### config.mk
export PLATFORM = sky130hd
export DESIGN_NAME = rx_los_mute_monitor_ctrl
export DESIGN_NICKNAME = d
export VERILOG_FILES = /design/src/rx_ctrl_pkg.sv /design/src/rx_chan_gate.sv /design/src/rx_los_mute_monitor_ctrl.sv
export SDC_FILE = /design/constraint.sdc
export NUM_CORES = 1
export LEC_CHECK = 0
export BUFFER_PORTS_ARGS = -buffer_cell sky130_fd_sc_hd__clkbuf_2
export CAP_MARGIN = 20
export CORE_MARGIN = 5
export CORE_UTILIZATION = 36
export DETAILED_ROUTE_END_ITERATION = 12
export PLACE_DENSITY = 0.81
export SLEW_MARGIN = 10
export SYNTH_ARGS = -nofsm -noshare
export SYNTH_HDL_FRONTEND = slang
export SYNTH_HIERARCHICAL = 1
export SYNTH_SLANG_ARGS = --single-unit
### constraint.sdc
create_clock -name sys_clk -period 1.53 [get_ports sys_clk]
set_clock_uncertainty 0.15 [all_clocks]
set_input_delay 0.2295 -clock sys_clk [delete_from_list [all_inputs] [get_ports sys_clk]]
set_output_delay 0.2295 -clock sys_clk [all_outputs]
set_load 0.05 [all_outputs]
### src/rx_ctrl_pkg.sv
// Package: register map, field positions and reset values of the receive control bank
package rx_ctrl_pkg;
  localparam int unsigned NUM_CHANNELS = 3;
  localparam int unsigned ADDR_W       = 8;
  localparam int unsigned DATA_W       = 32;
  localparam int unsigned REG_W        = 8;

  // Printed offsets are register indices; byte address is four times the index
  localparam logic [ADDR_W-1:0] RX_CTRL_IDX_CH0 = 8'h05;
  localparam logic [ADDR_W-1:0] RX_CTRL_IDX_CH1 = 8'h0d;
  localparam logic [ADDR_W-1:0] RX_CTRL_IDX_CH2 = 8'h15;
  // Status register: live per-channel loss-of-signal declaration
  localparam logic [ADDR_W-1:0] RX_STAT_IDX     = 8'h1f;

  localparam int unsigned EQ_EN_BIT   = 0;
  localparam int unsigned MON_MODE_BIT = 1;
  localparam int unsigned MUTE_BIT     = 2;
  localparam int unsigned RW_FIELD_W   = 3;

  localparam logic [REG_W-1:0] RX_CTRL_RESET = 8'h00;
  localparam logic [1:0]       APB_WAIT_CYCLES = 2'h0;

  // Byte address of a register index
  function automatic logic [ADDR_W+1:0] idx_to_addr(
    input logic [ADDR_W-1:0] idx
  );
    idx_to_addr = {idx, 2'b00};
  endfunction
endpackage

### src/rx_chan_gate.sv
// One channel: loss-of-signal suppression and recovered data muting
module rx_chan_gate (
  // Configuration
  input  wire logic mute_on_signal_loss,
  input  wire logic monitor_mode,
  // Detector and recovered data
  input  wire logic los_detect,
  input  wire logic rec_pos,
  input  wire logic rec_neg,
  // Outputs
  output logic      los_declared,
  output logic      recovered_positive_rail_out,
  output logic      recovered_negative_rail_out
);
  logic mute;

  always_comb
  begin
    // Monitor mode masks the detector entirely
    los_declared = los_detect & ~monitor_mode;
    // Combinational gating: no unmuted bit leaks after declaration
    mute = mute_on_signal_loss & los_declared;
    // With muting disabled the data passes unchanged
    recovered_positive_rail_out = rec_pos & ~mute;
    recovered_negative_rail_out = rec_neg & ~mute;
  end
endmodule

### src/rx_los_mute_monitor_ctrl.sv
// Receive control bank: APB registers and per-channel LOS/mute/monitor logic
//
// How it works
// Mute bit set: both recovered data outputs low while LOS is declared.
// Mute bit clear: recovered data passes unchanged even during LOS.
// Monitor bit selects normal (0) or monitor mode (1) per channel.
// In monitor mode LOS detection is suppressed; LOS never declared.
// Equalizer bit turns the channel's receive equalizer off (0) or on (1).
// Software should set equalizer enable to 1 on all three channels.
// Control registers at indices 0x05, 0x0d, 0x15; all fields reset 0.
// Muting follows the LOS declaration combinationally, no leakage.
//
// Our own choices: the APB interface to the registers and the placing of the registers.
module rx_los_mute_monitor_ctrl
  import rx_ctrl_pkg::*;
#(
  parameter int unsigned CHANNELS = rx_ctrl_pkg::NUM_CHANNELS
) (
  // Clock and reset
  input  wire logic                              sys_clk,
  input  wire logic                              rst_n,
  // APB slave
  input  wire logic                              psel,
  input  wire logic                              penable,
  input  wire logic                              pwrite,
  input  wire logic [rx_ctrl_pkg::ADDR_W+1:0]    paddr,
  input  wire logic [rx_ctrl_pkg::DATA_W-1:0]    pwdata,
  input  wire logic [3:0]                        pstrb,
  output logic      [rx_ctrl_pkg::DATA_W-1:0]    prdata,
  output logic                                   pready,
  output logic                                   pslverr,
  // Receive path per channel
  input  wire logic [CHANNELS-1:0]               los_detect,
  input  wire logic [CHANNELS-1:0]               rec_pos,
  input  wire logic [CHANNELS-1:0]               rec_neg,
  // Channel outputs
  output logic      [CHANNELS-1:0]               recovered_positive_rail_out,
  output logic      [CHANNELS-1:0]               recovered_negative_rail_out,
  output logic      [CHANNELS-1:0]               los_declared,
  output logic      [CHANNELS-1:0]               equalizer_enable,
  output logic      [CHANNELS-1:0]               monitor_mode
);
  import rx_ctrl_pkg::*;

  logic [RW_FIELD_W-1:0] ctrl_q [CHANNELS];
  logic [RW_FIELD_W-1:0] ctrl_d [CHANNELS];
  logic [DATA_W-1:0]     prdata_q;
  logic [DATA_W-1:0]     prdata_d;
  logic                  pslverr_q;
  logic                  pslverr_d;
  logic                  access;
  logic                  addr_ok;
  logic [1:0]            sel_ch;
  logic [1:0]            sel_ch_q;
  logic                  sel_ctrl;
  logic                  sel_stat;

  // Address decode
  always_comb
  begin
    sel_ctrl = 1'b1;
    sel_stat = 1'b0;
    sel_ch   = 2'h0;
    case (paddr)
      idx_to_addr(RX_CTRL_IDX_CH0): sel_ch = 2'h0;
      idx_to_addr(RX_CTRL_IDX_CH1): sel_ch = 2'h1;
      idx_to_addr(RX_CTRL_IDX_CH2): sel_ch = 2'h2;
      idx_to_addr(RX_STAT_IDX):
      begin
        sel_ctrl = 1'b0;
        sel_stat = 1'b1;
      end
      default:
        sel_ctrl = 1'b0;
    endcase
    addr_ok = sel_ctrl | sel_stat;
  end

  // Zero-wait slave: every access completes in its first access cycle
  assign access  = psel & penable;
  assign pready  = 1'b1;
  assign prdata  = prdata_q;
  assign pslverr = pslverr_q;

  always_comb
  begin
    for (int i = 0; i < CHANNELS; i++)
    begin
      ctrl_d[i] = ctrl_q[i];
    end
    prdata_d  = prdata_q;
    pslverr_d = 1'b0;
    if (psel & ~penable)
    begin
      // Setup cycle: prepare read data and error for the access cycle
      pslverr_d = ~addr_ok;
      prdata_d  = '0;
      if (!pwrite && sel_ctrl)
      begin
        prdata_d[RW_FIELD_W-1:0] = ctrl_q[sel_ch];
      end
      else if (!pwrite && sel_stat)
      begin
        prdata_d[CHANNELS-1:0] = los_declared;
      end
    end
    else if (access)
    begin
      pslverr_d = pslverr_q;
      // Unused upper bits are read-only and stay zero
      if (pwrite && sel_ctrl && pstrb[0])
      begin
        ctrl_d[sel_ch] = pwdata[RW_FIELD_W-1:0];
      end
    end
  end

  always_ff @(posedge sys_clk)
  begin
    if (!rst_n)
    begin
      for (int i = 0; i < CHANNELS; i++)
      begin
        ctrl_q[i] <= RX_CTRL_RESET[RW_FIELD_W-1:0];
      end
      prdata_q  <= '0;
      pslverr_q <= 1'b0;
    end
    else
    begin
      for (int i = 0; i < CHANNELS; i++)
      begin
        ctrl_q[i] <= ctrl_d[i];
      end
      prdata_q  <= prdata_d;
      pslverr_q <= pslverr_d;
    end
  end

  // Remembers which channel the previous cycle addressed
  always_ff @(posedge sys_clk)
  begin
    sel_ch_q <= sel_ch;
  end

  // Per-channel receive gating
  for (genvar c = 0; c < CHANNELS; c++)
  begin : g_ch
    assign equalizer_enable[c] = ctrl_q[c][EQ_EN_BIT];
    assign monitor_mode[c]     = ctrl_q[c][MON_MODE_BIT];

    rx_chan_gate u_gate (
      .mute_on_signal_loss         (ctrl_q[c][MUTE_BIT]),
      .monitor_mode                (ctrl_q[c][MON_MODE_BIT]),
      .los_detect                  (los_detect[c]),
      .rec_pos                     (rec_pos[c]),
      .rec_neg                     (rec_neg[c]),
      .los_declared                (los_declared[c]),
      .recovered_positive_rail_out (recovered_positive_rail_out[c]),
      .recovered_negative_rail_out (recovered_negative_rail_out[c])
    );

  end
endmodule

==> results.tsv, run 1 <==
stage	metric	value	unit
run_status	status	complete, no violations	
critical_path	CP Class	reg2out	
synthesis	Syn Inst Count	126	
synthesis	flops & latches, synth	13	
synthesis	synth unique cells	28	
cts	CTS H-tree depth	1	
routing	DRC violations left	0	
critical_path	Arr. time, crit path	1.11	ns
synthesis	Yosys top cell area share	0.248	
cts	CTS Sinks	13	
floorplanning	Core Area	0.00298	mm^2
critical_path	nature of the critical path startpoint	flip-flop	
global_route	vias in the first global route	808	
power	PwrDens	714	mW/mm^2
placement	dpl hpwl	1980	um
global_route	total grt overflow	0	
floorplanning	initial core utilization	0.366	
floorplanning	die area	0.00423	mm^2
timing	Fmax achieved	673	MHz
synthesis	Yosys top cell by area	buf_4	
finish	Layout area overhead	19.3	%
synthesis	number of synthesized flops with an enable pin	0	
routing	Initial DRT Pass Iterations	4	
timing	Final period util	0.971	
synthesis	most frequent cell after synthesis	buf_4	
global_route	pin count of the biggest net entering global routing	14	
timing	worst hold margin	0.0220	ns
synthesis	Main synth FF type	dfxtp_1	
synthesis	Post-synth top cells	buf_4 (36), dfxtp_1 (13), nor2b_1 (11)	
synthesis	synthesized cell area	0.00109	mm^2
cts	Clock Tree Root	clkbuf_4	
finish	antenna diode count	0	
placement	gpl congestion	0.780	
timing	Final Hold Fails	0	
finish	Post-Route Utilization	0.437	
cts	Clk Latency, worst-skew pair	0.27	ns
routing	Initial DRC Count	28	
finish	Final Instance Count excl. Fillers	201	
routing	via count	902	
timing	Slew Viols, Final	0	
cts	CTS tree	yes	
power	Lkg Pwr	0.000681	uW
critical_path	Worst R2R Setup Slack	0.33	ns
timing	final setup vio count	0	
finish	layout cells sized above 1	0.393	
power	P_int	537	uW
critical_path	Worst EP required	1.15	ns
timing	Tmin final	1.49	ns
power	Sw Share	0.421	
finish	final layout net count	229	
power	Clk pwr share	0.218	
floorplanning	row cnt	20	
timing	unrepaired setup endpoints after global routing	true	
routing	Routed Antenna Nets	0	
power	VDD IR max	0.492	mV
synthesis	FFs w/ async S/R, synth	0	
synthesis	average size of a mapped cell	8.65	um^2
run	# Max-Cap Violations	0	
placement	port bufs	46	
cts	hold-fix buffers at CTS	0	
floorplanning	Die Y	65.0	um
placement	placed instance area	0.00119	mm^2
cts	number of CTS-inserted buffers	3	
cts	Clock transition at path regs	0.07	ns
global_route	first-pass GRT wire length	3350	um
power	Sequential Power Share	0.373	
routing	DR WL/cell	11.5	um
worst_hold_path	hold crit path type	in2reg	
finish	design area	0.00130	mm^2
global_route	antenna violations before repair	0	
power	combinational group share of total power	0.409	
cts	clock tree buffer depth	2	
synthesis	register area share after synthesis	0.239	
power	P_sw	391	uW
critical_path	crit end category	output port	
global_route	Total GRT Usage	0.0999	
critical_path	Crit Path Max Fanout	5	
synthesis	Yosys Warn Count	6	
floorplanning	IO Pins	109	
synthesis	top post-synthesis cells by area	buf_4 (25%), dfxtp_1 (24%), mux2i_1 (9.2%)	
routing	Post-Route WL	2310	um
placement	Cells after DPL	197	
routing	routed vias/inst	4.49	
power	overall power	928	uW
floorplanning	die width	65.0	um
==> layout by cell type (no fill, tap or decap), types with 3 or more instances in the layout <==
master / n
clkbuf_2: 37
conb_1: 30
nor2b_1: 11
mux2i_1: 10
dfxtp_1: 10
nor2_1: 6
clkbuf_4: 6
buf_8: 6
nand2_1: 4
and2_4: 4
nand4_1: 3
o22ai_1: 3
or3_1: 3
o21ai_0: 3
a31oi_1: 3
dfxtp_2: 3
and2b_2: 3
nand3b_1: 3
buf_4: 3
==> critical path, cell delays in order, from the launching register on <==
cell and delay, ns:
dfxtp_2 0.34, nand3b_1 0.16, and2_1 0.18, buf_8 0.15
==> final cells by class <==
type / instances / area (um^2)
Clock buffer: 4 / 26.3
Fill cell: 301 / 1680
Multi-Input combinational cell: 102 / 648
Sequential cell: 13 / 264
Tap cell: 33 / 41.3
Timing Repair Buffer: 49 / 320
==> power groups by stage <==
stage,registers (uW),logic [uW],clock network [uW]
floorplan,374,325,0
global placement,354,348,0
detailed placement,354,351,0
CTS,346,367,207
global route,347,398,222
finish,346,379,202
==> state kept, by name, indices dropped and copies added (netlist names) <==
name / count
pslverr: 1
prdata: 3
ctrl_q: 9
==> stage by stage <==
step	worst slack (ns)	setup TNS (ns)
final	0.0441	0
after global routing	-0.0161	-0.0325
after CTS	0.000230	0
after detailed placement	-0.136	-0.841
after global placement	-0.0823	-0.360
after floorplan	0.0908	0
==> kinds of logic after synthesis <==
| family | Yosys count | synth area share |
|---|---|---|
| other | 2 | 0.00689 |
| DFF | 13 | 0.239 |
| muxes | 10 | 0.0919 |
| buffers and inverters | 39 | 0.272 |
| and+or+nand+nor | 49 | 0.317 |
| AOI/OAI and AO/OA | 12 | 0.0654 |
| xor gates and xnor gates | 1 | 0.00804 |
==> worst paths after layout <==
check          startpoint                              to  depth (start not counted)
max          ctrl_q[0][1]  recovered_negative_rail_out[0]                          3
max reg2reg  ctrl_q[2][2]                       prdata[2]                          3
min reg2reg       pslverr                         pslverr                          2
min                  psel                         pslverr                          3
==> timing repair <==
| item | 4_1_cts | 5_1_grt |
|---|---|---|
| pin swaps | 0 | 2 |
| endpoints found under the hold margin | 0 | 0 |
| resized for setup | 15 | 13 |
| endpoints found under the setup margin | 9 | 9 |
| buffers inserted | 0 | 0 |
==> metal layers <==
metal	routed length, um	up-vias	GRT usage
li1	-	453	-
met1	898	410	0.112
met2	1210	37	0.179
met3	190	2	0.0416
met4	9	0	0.0155
met5	0	-	0
Power figures use the tool's default switching activity.
==> run 2, diff against run 1 <==
--- a/config.mk
+++ b/config.mk
@@ -10,8 +10,8 @@
 export CORE_MARGIN = 5
 export CORE_UTILIZATION = 36
 export DETAILED_ROUTE_END_ITERATION = 12
+export HOLD_SLACK_MARGIN = 0.08
 export PLACE_DENSITY = 0.81
-export SLEW_MARGIN = 10
 export SYNTH_ARGS = -nofsm -noshare
 export SYNTH_HDL_FRONTEND = slang
 export SYNTH_HIERARCHICAL = 1
==> constraint.sdc (replaced) <==
create_clock -name sys_clk -period 1.5 [get_ports sys_clk]
set_clock_uncertainty 0.15 [all_clocks]
set_input_delay 0.225 -clock sys_clk [delete_from_list [all_inputs] [get_ports sys_clk]]
set_output_delay 0.225 -clock sys_clk [all_outputs]
set_load 0.05 [all_outputs]
==> results.tsv, run 2 (same netlist as run 1, synthesis figures left out) <==
stage	metric	value	unit	change
finish	Biggest register	ctrl_q		
floorplanning	row cnt	20		unchanged
timing	Fmax achieved	688	MHz	
finish	antenna diode count	0		unchanged
finish	fill count	297		-1.3%
routing	Routed Antenna Nets	0		unchanged
power	PwrDens	711	mW/mm^2	-0.33%
global_route	first-pass GRT wire length	3600	um	+7.6%
finish	Post-Route Utilization	0.453		+0.0160
floorplanning	Core Area	0.00298	mm^2	unchanged
cts	Clk Latency, worst-skew pair	0.28	ns	about the same
critical_path	crit end category	output port		
cts	number of CTS-inserted buffers	3		unchanged
floorplanning	initial core utilization	0.366		unchanged
routing	Initial DRC Count	26		-7.1%
power	VDD IR max	0.471	mV	-4.1%
finish	multi-input logic area	653	um^2	+0.77%
routing	via count	933		+3.4%
global_route	total grt overflow	0		unchanged
cts	CTS H-tree depth	1		unchanged
critical_path	Worst R2R Setup Slack	0.22	ns	-0.11 ns
critical_path	nature of the critical path startpoint	flip-flop		
routing	Post-Route WL	2440	um	+5.6%
worst_hold_path	hold crit path type	in2reg		
global_route	pin count of the biggest net entering global routing	14		unchanged
floorplanning	Die Y	65.0	um	unchanged
cts	Clock Tree Root	clkbuf_4		
routing	DRC violations left	0		unchanged
power	Sw Share	0.427		+0.00572
global_route	vias in the first global route	875		+8.3%
global_route	Total GRT Usage	0.108		+0.00761
finish	final layout net count	234		+2.2%
floorplanning	IO Pins	109		unchanged
timing	final setup vio count	0		unchanged
placement	port bufs	46		unchanged
cts	clock tree buffer depth	2		unchanged
critical_path	Arr. time, crit path	1.08	ns	-0.03 ns
placement	placed instance area	0.00120	mm^2	+0.63%
placement	gpl congestion	0.781		about the same
timing	worst hold margin	0.0888	ns	+0.0667 ns
power	Clk pwr share	0.219		about the same
power	Lkg Pwr	0.000714	uW	+4.9%
cts	CTS Sinks	13		unchanged
cts	Clock transition at path regs	0.08	ns	about the same
cts	CTS tree	yes		
finish	layout cells sized above 1	0.428		+0.0349
power	combinational group share of total power	0.412		+0.003
power	Sequential Power Share	0.369		-0.004
critical_path	CP Class	reg2out		
timing	Slew Viols, Final	0		unchanged
global_route	antenna violations before repair	0		unchanged
run_status	status	complete, no violations		
routing	DR WL/cell	11.9	um	+3.1%
routing	routed vias/inst	4.53		+0.93%
routing	Initial DRT Pass Iterations	4		unchanged
timing	Tmin final	1.45	ns	
finish	design area	0.00135	mm^2	+3.7%
finish	register area	265	um^2	+0.47%
run	# Max-Cap Violations	0		unchanged
finish	Layout area overhead	23.7	%	
timing	Final Hold Fails	0		unchanged
finish	most frequent cells in the layout	clkbuf_2 (37), conb_1 (30), nor2b_1 (11)		
floorplanning	die width	65.0	um	unchanged
finish	max reg flops	9		unchanged
power	P_sw	409	uW	+4.7%
critical_path	Crit Path Max Fanout	4		-1
timing	Final period util	0.968		
power	P_int	549	uW	+2.3%
finish	commonest non-fill, non-tap cell in the layout	clkbuf_2		
timing	unrepaired setup endpoints after global routing	true		
critical_path	Worst EP required	1.12	ns	-0.03 ns
floorplanning	die area	0.00423	mm^2	unchanged
==> run 2: final timing paths <==
kind / start / to / depth (start not counted)
setup / recovery: ctrl_q[1][1] / recovered_positive_rail_out[1] / 3
hold / removal: pwdata[0] / ctrl_q[0][0] / 3
setup reg to reg: ctrl_q[2][1] / prdata[1] / 4
hold reg to reg: pslverr / pslverr / 2
==> run 2: routing by layer <==
metal,GRT usage,vias up,part of all wire
met3,0.0416,2,0.096
met1,0.115,421,0.38
met5,0,-,0
met4,0.0233,0,0.0070
met2,0.198,46,0.52
li1,-,464,-
==> run 2: power groups by stage <==
| stage | clock network, uW | registers, uW | logic [uW] |
|---|---|---|---|
| floorplan | 0 | 382 | 331 |
| global placement | 0 | 361 | 357 |
| detailed placement | 0 | 362 | 359 |
| CTS | 219 | 354 | 378 |
| global route | 231 | 354 | 413 |
| finish | 210 | 354 | 395 |
==> run 2: cell type report <==
type                            instances  share of cell area
Multi-Input combinational cell        102               0.485
Tap cell                               33              0.0306
Sequential cell                        13               0.197
Clock inverter                          1             0.00371
Timing Repair Buffer                   54               0.267
Clock buffer                            3              0.0167
==> run 2: timing repair <==
item,4_1_cts,5_1_grt
resized for setup,18,13
hold buffers,1,0
pin swaps,0,6
hold endpoints to repair,1,0
buffers inserted,3,0
setup endpoints to repair,9,6
==> run 2: per-stage QoR <==
step           worst slack, ns  setup TNS (ns)  power [uW]  std cells
6_report                0.0474               0         959        206
4_1_cts                0.00718               0         951        206
5_1_grt                -0.0215         -0.0681         998        206
3_5_place_dp            -0.163           -1.02         721        198
2_1_floorplan           0.0653               0         713        154
3_3_place_gp            -0.108          -0.589         718        198
==> run 2: worst max-delay path, cell delays in order (launching register included) <==
cell      delay [ns]
dfxtp_2         0.33
nand3b_1        0.17
and2_4          0.15
buf_8           0.14
